`src/hdl/tmr_pkg.sv`:
```
/*
 * Package for the capture/compare timer: register offsets, field positions,
 * reset values, mode codes and the register-port carrier struct.
 * Assumes one 10 MHz clock shared by the timer and its register port.
 */
package tmr_pkg;

  // ----------------------------------------------------------------
  // Register map (word addresses on the plain register port)
  // ----------------------------------------------------------------
  localparam logic [3:0] ADDR_COUNT = 4'h0;
  localparam logic [3:0] ADDR_CCA = 4'h1;
  localparam logic [3:0] ADDR_CCB = 4'h2;
  localparam logic [3:0] ADDR_MODE = 4'h3;
  localparam logic [3:0] ADDR_CAPCMP = 4'h4;
  localparam logic [3:0] ADDR_OUTCTL = 4'h5;
  localparam logic [3:0] ADDR_PRESCALE = 4'h6;

  // ----------------------------------------------------------------
  // Field positions
  // ----------------------------------------------------------------
  // mode_control_reg: [3:2] operating mode, [0] overflow flag
  localparam int MODE_LO = 2;
  localparam int MODE_HI = 3;
  localparam int OVF_BIT = 0;
  // capcmp_control_reg: [0] a captures, [1] a trigger is reverse phase of
  // first trigger, [2] b captures
  localparam int CCA_CAP_BIT = 0;
  localparam int REV_PHASE_BIT = 1;
  localparam int CCB_CAP_BIT = 2;
  // output_control_reg: [0] enable output, [1] toggle on a match,
  // [2] toggle on b match, [3] toggle on first-trigger clear/capture
  localparam int OUT_EN_BIT = 0;
  localparam int TOG_A_BIT = 1;
  localparam int TOG_B_BIT = 2;
  localparam int TOG_TRIG_BIT = 3;
  // prescale_reg: [1:0] first edge select, [3:2] second edge select,
  // [15:8] count clock divider minus one
  localparam int ES1_LO = 0;
  localparam int ES2_LO = 2;
  localparam int DIV_LO = 8;

  // ----------------------------------------------------------------
  // Codes and reset values
  // ----------------------------------------------------------------
  localparam logic [1:0] MODE_STOP = 2'h0;
  localparam logic [1:0] MODE_FREE = 2'h1;
  localparam logic [1:0] MODE_CLEAR = 2'h2;
  localparam logic [1:0] EDGE_FALL = 2'h0;
  localparam logic [1:0] EDGE_RISE = 2'h1;
  localparam logic [1:0] EDGE_BOTH = 2'h3;
  localparam logic [15:0] COUNT_ZERO = 16'h0000;
  localparam logic [15:0] COUNT_MAX = 16'hFFFF;
  localparam logic [15:0] REG_RESET = 16'h0000;

  // Register port request
  typedef struct packed {
    logic [3:0] addr;
    logic [15:0] wdata;
    logic wr;
    logic rd;
  } reg_req_s;

endpackage

```
`src/hdl/timer_capture_compare_modes.sv`:
```
/*
 * 16-bit up-counter with two capture/compare registers, clear-and-start on
 * first-trigger edge and free-running modes, plus a toggling pulse output.
 * Assumes trigger pins are asynchronous; register port is on clk.
 */
// Local design decisions: the address map and the plain strobed port.
// Notes on behaviour
// - Mode bits 10 select clear-and-start on first-trigger edge.
// - Trigger edge valid only after two equal samples on the count clock.
// - In clear-and-start mode a valid first-trigger edge zeroes the counter.
// - Reverse phase loads register a on the opposite edge, no first interrupt.
// - Reverse phase: second-trigger edge raises first interrupt, no capture.
// - Toggle output on trigger clear and on match with register b.
// - Both capturing: first-trigger edge captures into b, clears, toggles.
// - Without first-trigger edges the output toggles only on enabled compare matches.
// - Pulse width: a captures rising (reverse phase), b captures falling.
// - Counter register read returns the current count.
// - Match with compare register a raises first interrupt, no clearing.
// - Match with compare register b raises second interrupt, no clearing.
// - Register a captures on the selected trigger's valid edge.
// - Register b captures only on the first trigger's valid edge.
// - Mode bits 01 count continuously, never cleared by a match.
// - After FFFF the next tick sets overflow and wraps to zero.
// - Free-running compares toggle output and raise matching interrupt.
// - Free-running b capture stores count and raises second interrupt.
`timescale 1ns/1ns
module timer_capture_compare_modes #(
  parameter int COUNT_W = 16
) (
  input wire logic clk,
  input wire logic rst_n,
  input wire logic ce,
  input wire tmr_pkg::reg_req_s req,
  output logic [15:0] rdata,
  input wire logic first_trigger_input,
  input wire logic second_trigger_input,
  output logic pulse_output,
  output logic first_interrupt,
  output logic second_interrupt
);

  // Only a 16-bit counter is built; any other width is refused
  if (COUNT_W != 16) begin : g_bad_width
    $error("COUNT_W must be 16");
  end

  // ----------------------------------------------------------------
  // Pin synchronisers
  // ----------------------------------------------------------------
  logic [1:0] t1_sync_r, t1_sync_nxt;
  logic [1:0] t2_sync_r, t2_sync_nxt;

  // Two flops; only the second stage is read further on
  always_comb begin
    t1_sync_nxt = {t1_sync_r[0], first_trigger_input};
    t2_sync_nxt = {t2_sync_r[0], second_trigger_input};
  end

  always_ff @(posedge clk) begin
    if (!rst_n) begin
      t1_sync_r <= 2'h0;
      t2_sync_r <= 2'h0;
    end else if (ce) begin
      t1_sync_r <= t1_sync_nxt;
      t2_sync_r <= t2_sync_nxt;
    end
  end

  // ----------------------------------------------------------------
  // Registers
  // ----------------------------------------------------------------
  logic [15:0] count_r, count_nxt;
  logic [15:0] cca_r, cca_nxt;
  logic [15:0] ccb_r, ccb_nxt;
  logic [3:0] mode_r, mode_nxt;
  logic [2:0] capcmp_r, capcmp_nxt;
  logic [3:0] outctl_r, outctl_nxt;
  logic [15:0] prescale_r, prescale_nxt;
  logic [7:0] div_r, div_nxt;
  logic pout_r, pout_nxt;
  logic irq1_r, irq1_nxt;
  logic irq2_r, irq2_nxt;
  logic [15:0] rdata_r, rdata_nxt;
  // Filter history: two samples per trigger, taken on count ticks
  logic [1:0] f1_r, f1_nxt;
  logic [1:0] f2_r, f2_nxt;
  logic lvl1_r, lvl1_nxt;
  logic lvl2_r, lvl2_nxt;

  logic tick;
  logic [1:0] opmode;
  logic run;
  logic rise1, fall1, rise2, fall2;
  logic edge1, edge2, rev1;
  logic cap_a_ev, cap_b_ev, clr_ev, irq1_ev, irq2_ev, match_a, match_b;

  // True when an edge is of the selected kind
  function automatic logic edge_sel(input logic [1:0] sel, input logic r, input logic f);
    unique case (sel)
      tmr_pkg::EDGE_FALL: edge_sel = f;
      tmr_pkg::EDGE_RISE: edge_sel = r;
      tmr_pkg::EDGE_BOTH: edge_sel = r | f;
      default: edge_sel = 1'b0;
    endcase
  endfunction

  // Event decode; a register write never blocks the timer
  always_comb begin
    opmode = mode_r[tmr_pkg::MODE_HI:tmr_pkg::MODE_LO];
    run = (opmode == tmr_pkg::MODE_FREE) || (opmode == tmr_pkg::MODE_CLEAR);
    tick = run && (div_r == 8'h00);
    // Level accepted only when two consecutive samples agree
    lvl1_nxt = (tick && (f1_r[1] == f1_r[0])) ? f1_r[0] : lvl1_r;
    lvl2_nxt = (tick && (f2_r[1] == f2_r[0])) ? f2_r[0] : lvl2_r;
    f1_nxt = tick ? {f1_r[0], t1_sync_r[1]} : f1_r;
    f2_nxt = tick ? {f2_r[0], t2_sync_r[1]} : f2_r;
    rise1 = lvl1_nxt & ~lvl1_r;
    fall1 = ~lvl1_nxt & lvl1_r;
    rise2 = lvl2_nxt & ~lvl2_r;
    fall2 = ~lvl2_nxt & lvl2_r;
    edge1 = edge_sel(prescale_r[tmr_pkg::ES1_LO +: 2], rise1, fall1);
    edge2 = edge_sel(prescale_r[tmr_pkg::ES2_LO +: 2], rise2, fall2);
    // Opposite of the first trigger's valid edge
    rev1 = edge_sel(prescale_r[tmr_pkg::ES1_LO +: 2], fall1, rise1);
    match_a = tick && !capcmp_r[tmr_pkg::CCA_CAP_BIT] && (count_r == cca_r);
    match_b = tick && !capcmp_r[tmr_pkg::CCB_CAP_BIT] && (count_r == ccb_r);
    cap_a_ev = capcmp_r[tmr_pkg::CCA_CAP_BIT] &&
      (capcmp_r[tmr_pkg::REV_PHASE_BIT] ? rev1 : edge2);
    cap_b_ev = capcmp_r[tmr_pkg::CCB_CAP_BIT] && edge1;
    clr_ev = (opmode == tmr_pkg::MODE_CLEAR) && edge1;
    // Reverse-phase captures are silent; second trigger still interrupts
    irq1_ev = match_a || (capcmp_r[tmr_pkg::CCA_CAP_BIT] && edge2);
    irq2_ev = match_b || cap_b_ev;
  end

  // Counter, captures, output and register port
  always_comb begin
    div_nxt = div_r;
    count_nxt = count_r;
    cca_nxt = cca_r;
    ccb_nxt = ccb_r;
    mode_nxt = mode_r;
    capcmp_nxt = capcmp_r;
    outctl_nxt = outctl_r;
    prescale_nxt = prescale_r;
    pout_nxt = pout_r;
    rdata_nxt = 16'h0000;
    if (run) begin
      div_nxt = (div_r == 8'h00) ? prescale_r[tmr_pkg::DIV_LO +: 8] : div_r - 8'h01;
    end else begin
      div_nxt = 8'h00;
    end
    // Software writes first so hardware events below override them
    if (req.wr) begin
      unique case (req.addr)
        tmr_pkg::ADDR_CCA: cca_nxt = req.wdata;
        tmr_pkg::ADDR_CCB: ccb_nxt = req.wdata;
        tmr_pkg::ADDR_MODE: mode_nxt = req.wdata[3:0];
        tmr_pkg::ADDR_CAPCMP: capcmp_nxt = req.wdata[2:0];
        tmr_pkg::ADDR_OUTCTL: outctl_nxt = req.wdata[3:0];
        tmr_pkg::ADDR_PRESCALE: prescale_nxt = req.wdata;
        default: ;
      endcase
    end
    // Stopping the timer zeroes the counter and releases the output
    if (!run) begin
      count_nxt = tmr_pkg::COUNT_ZERO;
      pout_nxt = 1'b0;
    end else if (clr_ev) begin
      count_nxt = tmr_pkg::COUNT_ZERO;
    end else if (tick) begin
      count_nxt = count_r + 16'h0001;
      if (count_r == tmr_pkg::COUNT_MAX) begin
        mode_nxt[tmr_pkg::OVF_BIT] = 1'b1;
      end
    end
    // Captures take the count before any clear in this cycle
    if (cap_a_ev) begin
      cca_nxt = count_r;
    end
    if (cap_b_ev) begin
      ccb_nxt = count_r;
    end
    // Only listed events toggle, so with no first edge only enabled matches move it
    if (run && outctl_r[tmr_pkg::OUT_EN_BIT]) begin
      if ((match_a && outctl_r[tmr_pkg::TOG_A_BIT]) ^
          (match_b && outctl_r[tmr_pkg::TOG_B_BIT]) ^
          (edge1 && outctl_r[tmr_pkg::TOG_TRIG_BIT] &&
           (clr_ev || cap_b_ev))) begin
        pout_nxt = ~pout_r;
      end
    end
    if (req.rd) begin
      unique case (req.addr)
        tmr_pkg::ADDR_COUNT: rdata_nxt = count_r;
        tmr_pkg::ADDR_CCA: rdata_nxt = cca_r;
        tmr_pkg::ADDR_CCB: rdata_nxt = ccb_r;
        tmr_pkg::ADDR_MODE: rdata_nxt = {12'h000, mode_r};
        tmr_pkg::ADDR_CAPCMP: rdata_nxt = {13'h0000, capcmp_r};
        tmr_pkg::ADDR_OUTCTL: rdata_nxt = {12'h000, outctl_r};
        tmr_pkg::ADDR_PRESCALE: rdata_nxt = prescale_r;
        default: rdata_nxt = 16'h0000;
      endcase
    end
    irq1_nxt = irq1_ev;
    irq2_nxt = irq2_ev;
  end

  // Register stage; ce low freezes everything
  always_ff @(posedge clk) begin
    if (!rst_n) begin
      div_r <= 8'h00;
      count_r <= tmr_pkg::COUNT_ZERO;
      cca_r <= tmr_pkg::REG_RESET;
      ccb_r <= tmr_pkg::REG_RESET;
      mode_r <= 4'h0;
      capcmp_r <= 3'h0;
      outctl_r <= 4'h0;
      prescale_r <= tmr_pkg::REG_RESET;
      pout_r <= 1'b0;
      irq1_r <= 1'b0;
      irq2_r <= 1'b0;
      rdata_r <= 16'h0000;
      f1_r <= 2'h0;
      f2_r <= 2'h0;
      lvl1_r <= 1'b0;
      lvl2_r <= 1'b0;
    end else if (ce) begin
      div_r <= div_nxt;
      count_r <= count_nxt;
      cca_r <= cca_nxt;
      ccb_r <= ccb_nxt;
      mode_r <= mode_nxt;
      capcmp_r <= capcmp_nxt;
      outctl_r <= outctl_nxt;
      prescale_r <= prescale_nxt;
      pout_r <= pout_nxt;
      irq1_r <= irq1_nxt;
      irq2_r <= irq2_nxt;
      rdata_r <= rdata_nxt;
      f1_r <= f1_nxt;
      f2_r <= f2_nxt;
      lvl1_r <= lvl1_nxt;
      lvl2_r <= lvl2_nxt;
    end
  end

  // Outputs come straight from flops
  assign rdata = rdata_r;
  assign pulse_output = pout_r;
  assign first_interrupt = irq1_r;
  assign second_interrupt = irq2_r;

  // ----------------------------------------------------------------
  // Checks
  // ----------------------------------------------------------------
  a_clear_zeroes_count: assert property (@(posedge clk) disable iff (!rst_n)
    (ce && run && clr_ev) |=> (count_r == tmr_pkg::COUNT_ZERO))
    else $error("Clear edge did not zero the counter");

  a_capture_pre_clear: assert property (@(posedge clk) disable iff (!rst_n)
    (ce && cap_b_ev) |=> (ccb_r == $past(count_r)))
    else $error("Register b did not hold the pre-clear count");

  a_wrap_sets_ovf: assert property (@(posedge clk) disable iff (!rst_n)
    (ce && tick && !clr_ev && count_r == tmr_pkg::COUNT_MAX) |=>
    (count_r == tmr_pkg::COUNT_ZERO && mode_r[tmr_pkg::OVF_BIT]))
    else $error("Wrap did not set overflow");

  a_ovf_sticky: assert property (@(posedge clk) disable iff (!rst_n)
    (ce && mode_r[tmr_pkg::OVF_BIT] && !(req.wr && req.addr == tmr_pkg::ADDR_MODE))
    |=> mode_r[tmr_pkg::OVF_BIT])
    else $error("Overflow flag dropped without a write");

  a_free_no_clear: assert property (@(posedge clk) disable iff (!rst_n)
    (ce && tick && opmode == tmr_pkg::MODE_FREE &&
     mode_nxt[tmr_pkg::MODE_HI:tmr_pkg::MODE_LO] == tmr_pkg::MODE_FREE)
    |=> (count_r == $past(count_r) + 16'h0001))
    else $error("Free-running counter did not advance");

  a_match_a_irq: assert property (@(posedge clk) disable iff (!rst_n)
    (ce && match_a) |=> first_interrupt)
    else $error("Match a gave no first interrupt");

  a_match_b_irq: assert property (@(posedge clk) disable iff (!rst_n)
    (ce && match_b) |=> second_interrupt)
    else $error("Match b gave no second interrupt");

  a_rev_phase_silent: assert property (@(posedge clk) disable iff (!rst_n)
    (ce && capcmp_r[tmr_pkg::REV_PHASE_BIT] && !edge2 && !match_a) |=> !first_interrupt)
    else $error("Reverse-phase capture raised the first interrupt");

  a_edge_two_samples: assert property (@(posedge clk) disable iff (!rst_n)
    (ce && lvl1_nxt != lvl1_r) |-> (f1_r[1] == f1_r[0]))
    else $error("Trigger level accepted on a single sample");

  a_count_read: assert property (@(posedge clk) disable iff (!rst_n)
    (ce && req.rd && req.addr == tmr_pkg::ADDR_COUNT) |=> (rdata == $past(count_r)))
    else $error("Count read returned a stale value");

endmodule

```
`config.mk`:
```
export PLATFORM = sky130hd
export DESIGN_NAME = timer_capture_compare_modes
export DESIGN_NICKNAME = d
export VERILOG_FILES = /design/src/hdl/tmr_pkg.sv /design/src/hdl/timer_capture_compare_modes.sv
export SDC_FILE = /design/constraint.sdc
export NUM_CORES = 1
export LEC_CHECK = 0
export BUFFER_PORTS_ARGS = -buffer_cell sky130_fd_sc_hd__clkbuf_2
export CAP_MARGIN = 10
export CELL_PAD_IN_SITES_DETAIL_PLACEMENT = 1
export CELL_PAD_IN_SITES_GLOBAL_PLACEMENT = 1
export CORE_ASPECT_RATIO = 1.5
export CORE_MARGIN = 1
export CORE_UTILIZATION = 25
export CTS_CLUSTER_DIAMETER = 100
export CTS_CLUSTER_SIZE = 12
export DETAILED_ROUTE_END_ITERATION = 8
export PLACE_DENSITY_LB_ADDON = 0.1
export SYNTH_ARGS = -nofsm -noshare
export SYNTH_HDL_FRONTEND = slang
export SYNTH_SLANG_ARGS = --single-unit
```
`constraint.sdc`:
```
create_clock -name clk -period 3.4 [get_ports clk]
set_input_delay 0.68 -clock clk [delete_from_list [all_inputs] [get_ports clk]]
set_output_delay 0.68 -clock clk [all_outputs]
set_load 0.1 [all_outputs]
```
==> results.toml, run 1 <==
[die]
rows = 70
core_area_um2 = 24500
ios = 46
fp.dieH_um = 196
die_w_um = 132
die-area_um2 = 25800
start_util = 0.257

[synthesis]
syn_area_um2 = 6290
ys_types = 47
ys_async_sr_fraction = 0
synth_edf_count = 0
synth_top_area_share = 0.356
yosysTopAreaCell = "dfxtp_1"
syn_avg_cell_area_um2 = 7.81
synth-seq-cells = 112
yosysWarnings = 0
ys_seq_area_frac = 0.356
syn_inst = 806
ys.flop_type = "dfxtp_1"
syn-num-nets = 840
synth.area.top_cells = "dfxtp_1, nand2_1, a21boi_0"

[cells_and_area]
final_cell_mix = "nand2_1, dfxtp_1, nor2_1"
fin_nets = 862
fin_area_um2 = 7280
area_growth_pct = 15.7
final_common_cell = "nand2_1"
antennaDiodeCount = 0
layoutNonFillerInstCount = 1157
fillCellCount = 2951
fin_util = 0.297
drive_gt1_frac = 0.133

[drt]
vias = 5895
drtIter0Drc = 253
drc_errors = 0
wire_per_inst_um = 20.9
vias_per_cell = 5.10
first_pass_iters = 5
ant_nets = 0
totalWireLength_um = 24200

[clock_tree]
clk_pin_slew_ns = 0.08
cts_sinks = 112
clkLatencyLatePin_ns = 0.38
cts_tree = "done"
clock-root-buffer = "clkbuf_16"
cts_made_buffers = 9
hold_buffers = 0
htree_levels = 3
cts_max_path_buffers = 2

[setup_path]
required_ns = 3.65
crit_arrival_ns = 3.47
crit_path_end_kind = "flip-flop"
crit_type = "flip-flop to flip-flop"
path_max_fanout = 30
setup.worst_path.start_class = "flip-flop"

[sta]
finalCritPeriodShare = 0.946
setup-violations-final = 0
tns_ns = 0
slew_viol_final = 0
layout_setup_ws_ns = 0.182
max_freq_ghz = 0.311
worstMarginPinSlew_ns = 0.989
finClkSkew_ns = 0.0132
hold_viol = 0
relSlewSlack = 0.341
period_minus_slack_ns = 3.22
rsz0062_at_grt = "no"

[power_and_ir_drop]
p_int_mw = 1.89
combPwrFrac = 0.078
pwr-share-seq = 0.514
netSwitchingFraction = 0.272
ir_drop_mv = 0.234
power_density_nw_per_um2 = 357
p_sw_mw = 0.707
power_leakage_nw = 2.84
pwr-share-clk = 0.408

[min_path]
min_path_type = "flip-flop to flip-flop"

[global_routing]
grt_first_pass_wirelength_um = 37900
grt_pass1_vias = 6297
grt_overflow = 0
grt.total_usage = 0.195
grt_max_degree = 50
grt_antenna_before_repair = 0

[placement]
dp_slack_ns = 0.0539
dp_hpwl_um = 17800
dp.cells = 1141
dpl_cell_area_um2 = 6990
globalplace.congestion = 0.789
port_buffers = 45

[status]
outcome = "finished, final reports clean"

[run]
drv_cap = 0
worst max-delay path, stage by stage, from the launching register on:
cell and delay [ns]:
dfxtp_1 0.31, or4_4 0.57, or4_4 0.52, o21ai_0 0.15, o21ai_0 0.13, ha_1 0.30, mux2i_1 0.06, a22oi_1 0.27
o22ai_2 0.14, nand2_1 0.13, buf_12 0.19, a2bb2oi_1 0.19, a21boi_0 0.10
metrics by stage:
| step | power, mW | hold WS, ns |
|---|---|---|
| floorplan | 1.48 | 0.423 |
| global placement | 1.57 | 0.453 |
| detailed placement | 1.57 | 0.444 |
| CTS | 2.65 | 0.456 |
| global route | 2.70 | 0.483 |
| finish | 2.60 | 0.456 |
sequential cells by signal, summed over array words and instances, names as in the netlist, 2 cells and up:
signal,count
capcmp_r,3
t2_sync_r,2
count_r,16
f2_r,2
cca_r,16
rdata,16
outctl_r,4
div_r,8
t1_sync_r,2
mode_r,4
ccb_r,16
prescale_r,16
f1_r,2
area by class of cell:
type	instances	area, µm²	area share
clock inverters	6	45.0	0.00619
well taps	324	405	0.0557
multi-input cells	609	3760	0.517
clock buffers	10	229	0.0315
repair buffers	79	531	0.0729
flip-flops and latches	112	2240	0.308
inverters	17	63.8	0.00877
Yosys cell counts, drive strengths merged (20+ instances only):
master	number
dfxtp	112
clkbuf	62
a21oi	48
a22oi	32
nor3	28
nand3	20
a21boi	40
xor2	33
nor2b	42
o21ai	52
nor2	52
nand2	120
worst paths after layout:
path / start / end / slack, ns / cells after the start
worst max-delay path: div_r[2] / cca_r[1] / 0.18 / 12
worst min-delay path: mode_r[0] / mode_r[0] / 0.46 / 2
worst max register to register: div_r[2] / cca_r[1] / 0.18 / 12
worst min register to register: mode_r[0] / mode_r[0] / 0.46 / 2
power by group through the flow:
stage	Combinational, mW	Clock (mW)	Sequential [mW]
finish	0.203	1.06	1.33
CTS	0.206	1.10	1.33
global placement	0.203	0	1.37
global route	0.220	1.15	1.34
detailed placement	0.205	0	1.37
floorplan	0.107	0	1.37
timing repair:
item / 4_1_cts / 5_1_grt
endpoints found under the setup margin: 0 / 49
buffers inserted: 0 / 0
gates resized for setup: 0 / 4
metal layers:
layer	vias to the layer above	GRT usage	share of wire
li1	2851	-	-
met1	2945	0.221	0.42
met4	0	0.0607	0.015
met3	24	0.0240	0.021
met5	-	0	0
met2	75	0.373	0.54
kinds of logic (layout without fill, tap and decap cells):
kind of cell | after synthesis | after routing | share of synthesized area
and+or+nand+nor | 316 | 316 | 0.243
AOI/OAI and AO/OA | 217 | 217 | 0.229
DFF | 112 | 112 | 0.356
buffers and inverters | 85 | 112 | 0.0511
xor gates and xnor gates | 46 | 46 | 0.0662
muxes | 23 | 23 | 0.0396
adders and majority gates | 7 | 7 | 0.0139
(Power assumes the default switching activity.)
==> run 2: changes to the inputs <==
--- a/config.mk
+++ b/config.mk
@@ -15,7 +15,8 @@
 export CTS_CLUSTER_DIAMETER = 100
 export CTS_CLUSTER_SIZE = 12
 export DETAILED_ROUTE_END_ITERATION = 8
-export PLACE_DENSITY_LB_ADDON = 0.1
+export HOLD_SLACK_MARGIN = 0.02
+export PLACE_DENSITY_LB_ADDON = 0.25
 export SYNTH_ARGS = -nofsm -noshare
 export SYNTH_HDL_FRONTEND = slang
 export SYNTH_SLANG_ARGS = --single-unit
==> run 2 against run 1 <==
Total power up 9.1%. Via count is 1.5% lower. Setup slack gained 0.075 ns. Largest cell class unchanged. First-iteration DRC count increased by 28%. Combinational power barely moved. Die area unchanged. Register-to-register slack better by 0.08 ns. Highest routed layer unchanged.
==> results.toml, run 2 (synthesis gave the netlist of run 1 again) <==
[power_and_ir_drop]
p_total_mw = 2.83
netSwitchingFraction = 0.248
p_int_mw = 2.13
combPwrFrac = 0.070
p_sw_mw = 0.703
power_leakage_nw = 2.92
power_density_nw_per_um2 = 383
pwr-share-seq = 0.471
ir_drop_mv = 0.247
pwr-share-clk = 0.458

[clock_tree]
clk_pin_slew_ns = 0.08
cts_sinks = 112
cts_made_buffers = 9
htree_levels = 3
clkLatencyLatePin_ns = 0.38
cts_tree = "done"
clock-root-buffer = "clkbuf_16"
cts_setup_buffers = 0
cts_max_path_buffers = 2

[sta]
finClkSkew_ns = 0.0108
rsz0062_at_grt = "no"
max_freq_ghz = 0.318
setup-violations-final = 0
period_minus_slack_ns = 3.14
hold_viol = 0
relSlewSlack = 0.413
finalCritPeriodShare = 0.924
tns_ns = 0
worstMarginPinSlew_ns = 0.873
slew_viol_final = 0

[setup_path]
setup.worst_path.start_class = "flip-flop"
cp-startpoint = "div_r[2]"
crit_type = "flip-flop to flip-flop"
crit_path_end_kind = "flip-flop"
rr_worst_depth = 12
path_max_fanout = 18
required_ns = 3.70
worstReg2RegStart = "div_r[2]"
crit_arrival_ns = 3.45

[placement]
dp_hpwl_um = 17300
port_buffers = 45
globalplace.congestion = 0.859

[global_routing]
grt_overflow = 0
grt_first_pass_wirelength_um = 36400
grt_pass1_vias = 5892
grt.total_usage = 0.188
grt_max_degree = 41
grt_antenna_before_repair = 0

[drt]
wire_per_inst_um = 20.4
totalWireLength_um = 23700
ant_nets = 0
drtIter0Drc = 325
first_pass_iters = 5
drc_errors = 0
vias_per_cell = 5.01
vias = 5809

[die]
fp.dieH_um = 196
rows = 70
core_area_um2 = 24500
die_w_um = 132
die-area_um2 = 25800
ios = 46
start_util = 0.257

[min_path]
hold-path-cell-count = 2
min-delay-start = "prescale_r[4]"
min_path_type = "flip-flop to flip-flop"

[cells_and_area]
fin_util = 0.302
final_cell_mix = "nand2_1, dfxtp_1, nor2_1"
fin_nets = 864
drive_gt1_frac = 0.143
area_growth_pct = 17.6
final_common_cell = "nand2_1"
antennaDiodeCount = 0

[run]
drv_cap = 0

[status]
outcome = "finished, final reports clean"
==> run 2: metrics by stage <==
stage | worst slack [ns] | hold slack [ns] | instances | cell area (µm²)
4_1_cts | 0.0761 | 0.473 | 1159 | 7370
6_report | 0.258 | 0.474 | 1159 | 7400
2_1_floorplan | 0.143 | 0.423 | 806 | 6290
3_5_place_dp | 0.118 | 0.463 | 1143 | 7020
3_3_place_gp | 0.199 | 0.454 | 1143 | 7020
5_1_grt | 0.00915 | 0.491 | 1159 | 7400
==> run 2: worst max-delay path, cell delays in order (launching register included) <==
cell       delay, ns
dfxtp_1         0.32
or4_4           0.57
or4_4           0.52
o21ai_0         0.15
o21ai_1         0.10
ha_1            0.27
mux2i_1         0.17
a22oi_2         0.12
o22ai_2         0.17
nand2_2         0.13
buf_12          0.19
a2bb2oi_1       0.14
a21boi_0        0.19
==> run 2: final cells by class <==
type / instances / area [µm²]
Inverter: 17 / 63.8
Sequential cell: 112 / 2240
Timing Repair Buffer: 81 / 546
Clock inverter: 6 / 114
Multi-Input combinational cell: 609 / 3790
Clock buffer: 10 / 239
Tap cell: 324 / 405
Fill cell: 2955 / 17100
==> run 2: layer usage <==
layer / vias up / global-route usage / part of all wire
li1: 2854 / - / -
met1: 2840 / 0.214 / 0.42
met2: 84 / 0.348 / 0.53
met3: 31 / 0.0217 / 0.020
met4: 0 / 0.0857 / 0.032
met5: - / 0 / 0
==> run 2: what timing repair did <==
| action | 4_1_cts | 5_1_grt |
|---|---|---|
| endpoints found under the setup margin | 0 | 51 |
| gates resized for setup | 0 | 10 |
| endpoints found under the hold margin | 0 | 0 |
| hold buffers | 0 | 0 |
==> run 2: path summary, 6_finish.rpt <==
check        slack, ns             to
max               0.26      cca_r[10]
min               0.47  prescale_r[4]
max reg2reg       0.26      cca_r[10]
min reg2reg       0.47  prescale_r[4]
==> run 2: power groups by stage <==
stage,Sequential (mW),Combinational [mW],Clock (mW)
after floorplan,1.37,0.107,0
after global placement,1.37,0.202,0
after detailed placement,1.37,0.202,0
after CTS,1.33,0.202,1.34
after global routing,1.34,0.217,1.37
final,1.33,0.200,1.30
==> run 3: changes to the inputs <==
--- a/config.mk
+++ b/config.mk
@@ -5,6 +5,7 @@
 export SDC_FILE = /design/constraint.sdc
 export NUM_CORES = 1
 export LEC_CHECK = 0
+export ABC_AREA = 0
 export BUFFER_PORTS_ARGS = -buffer_cell sky130_fd_sc_hd__clkbuf_2
 export CAP_MARGIN = 10
 export CELL_PAD_IN_SITES_DETAIL_PLACEMENT = 1
==> constraint.sdc (replaced) <==
create_clock -name clk -period 3.38 [get_ports clk]
set_input_delay 0.676 -clock clk [delete_from_list [all_inputs] [get_ports clk]]
set_output_delay 0.676 -clock clk [all_outputs]
set_load 0.1 [all_outputs]
==> run 3 against run 2 <==
Routed wire length increased by 1.8%. Clock power shrank 18%. Register-to-register slack got worse by 0.11 ns. Clock-buffer cell count grew 1. Design area is 0.10% lower. Critical path depth increased by 1. Setup slack worse by 0.11 ns. First-iteration DRC count rose by 24%. Non-clock buffer count rose by 3. Cell count up 0.26%.
==> results.toml, run 3 (synthesis gave the netlist of run 1 again) <==
[cells_and_area]
layoutNonFillerInstCount = 1162
fin_nets = 867
fillCellCount = 3002
antennaDiodeCount = 0
area_growth_pct = 17.5
fin_area_um2 = 7390
drive_gt1_frac = 0.143
final_common_cell = "nand2_1"
final_cell_mix = "nand2_1, dfxtp_1, nor2_1"

[drt]
ant_nets = 0
top_layer_used = "met4"
vias_per_cell = 5.09
met2WireLength_um = 13000
drt-met1-wl_um = 9860
drtIter0Drc = 402
dr_wl_met3_um = 434
vias = 5918
drc_errors = 0
first_pass_iters = 4
totalWireLength_um = 24100
wire_per_inst_um = 20.7

[sta]
finalCritPeriodShare = 0.956
finClkSkew_ns = 0.0165
setup-violations-final = 0
relSlewSlack = 0.388
layout_setup_ws_ns = 0.148
hold_viol = 0
max_freq_ghz = 0.309
slew_viol_final = 0
period_minus_slack_ns = 3.23
rsz0062_at_grt = "yes"
worstMarginPinSlew_ns = 0.910
hold_ws_ns = 0.468

[die]
fp.dieH_um = 196
die-area_um2 = 25800
rows = 70
ios = 46
start_util = 0.257
core_area_um2 = 24500
die_w_um = 132

[setup_path]
path_max_fanout = 5
crit_slowest_cell = "or4_4"
cp_common_cell = "or4_4"
crit_arrival_ns = 3.54
crit_path_end_kind = "flip-flop"
slowest_delay_ns = 0.57
setup.worst_path.start_class = "flip-flop"
crit_chain = "or4_4 > or4_4 > o21ai_2 > o21ai_1 > buf_4 > ha_1 > mux2i_1 > a22oi_2 > o22ai_2 > nand2_4 > buf_12 > a2bb2oi_1 > a21boi_0"
required_ns = 3.68
crit_type = "flip-flop to flip-flop"

[placement]
dpl_cell_area_um2 = 7000
dp_hpwl_um = 17300
globalplace.congestion = 0.809
port_buffers = 45
dp.cells = 1142
dp_slack_ns = -0.0156

[clock_tree]
clkLatencyLatePin_ns = 0.38
hold_buffers = 0
clock-root-buffer = "clkbuf_16"
clk_pin_slew_ns = 0.08
htree_levels = 3
cts_made_buffers = 9
cts_max_path_buffers = 2
cts_tree = "done"
cts_sinks = 112

[global_routing]
grt_antenna_before_repair = 0
grt_pass1_vias = 6229
grt.total_usage = 0.189
grt_first_pass_wirelength_um = 36800
grt_overflow = 0
grt_max_degree = 41

[power_and_ir_drop]
power_leakage_nw = 2.94
ir_drop_mv = 0.221
p_total_mw = 2.60
power_density_nw_per_um2 = 352

[status]
outcome = "finished, final reports clean"

[run]
drv_cap = 0

[min_path]
min_path_type = "flip-flop to flip-flop"
run 3: changes by cell type in the layout (fill, tap and decap cells not counted), moves of 2 or more:
cell	change
a21boi_0	-11
a21boi_1	+11
bufinv_16	-3
clkbuf_16	+3
clkbuf_1	+2
clkinv_4	+2
run 3: worst max-delay path, delay by kind of cell, from the launching register on:
family,cells,cell delay (ns)
DFF,1,0.32
and+or+nand+nor,3,1.24
buffers and inverters,2,0.34
AOI/OAI and AO/OA,6,0.83
muxes,1,0.18
adders and majority gates,1,0.27
run 3: timing repair:
item	CTS	global route
gates resized for setup	2	21
buffers inserted	0	1
cloned	0	3
setup endpoints to repair	11	46
pin swaps	0	4
run 3: worst paths after layout:
check                                   start            end  slack (ns)  cells after the start
worst min register to register  prescale_r[6]  prescale_r[6]        0.47                      2
worst max-delay path                 div_r[2]       cca_r[8]        0.15                     13
worst min-delay path            prescale_r[6]  prescale_r[6]        0.47                      2
worst max register to register       div_r[2]       cca_r[8]        0.15                     13
run 3: where the power goes:
group | leakage [nW] | switching (mW) | total [mW] | internal (mW)
sequential | 0.904 | 0.0125 | 1.34 | 1.33
combinational | 1.90 | 0.140 | 0.205 | 0.0647
clock | 0.132 | 0.547 | 1.06 | 0.509
run 3: layout make-up:
cell class | count | area [µm²] | share of cell area
Inverter | 17 | 63.8 | 0.00863
Multi-Input combinational cell | 609 | 3800 | 0.513
Tap cell | 324 | 405 | 0.0548
Clock inverter | 5 | 41.3 | 0.00558
Timing Repair Buffer | 84 | 612 | 0.0828
Clock buffer | 11 | 233 | 0.0315
Sequential cell | 112 | 2240 | 0.303
run 3: through the flow:
step,util,setup TNS [ns]
global placement,0.285,0
detailed placement,0.285,-0.0333
floorplan,-,0
CTS,0.297,0
finish,0.301,0
global route,0.301,-0.0635
run 3: per-layer routing:
layer | up-vias | global-route usage
li1 | 2860 | -
met1 | 2921 | 0.209
met2 | 98 | 0.360
met3 | 39 | 0.0222
met4 | 0 | 0.0823
met5 | - | 0
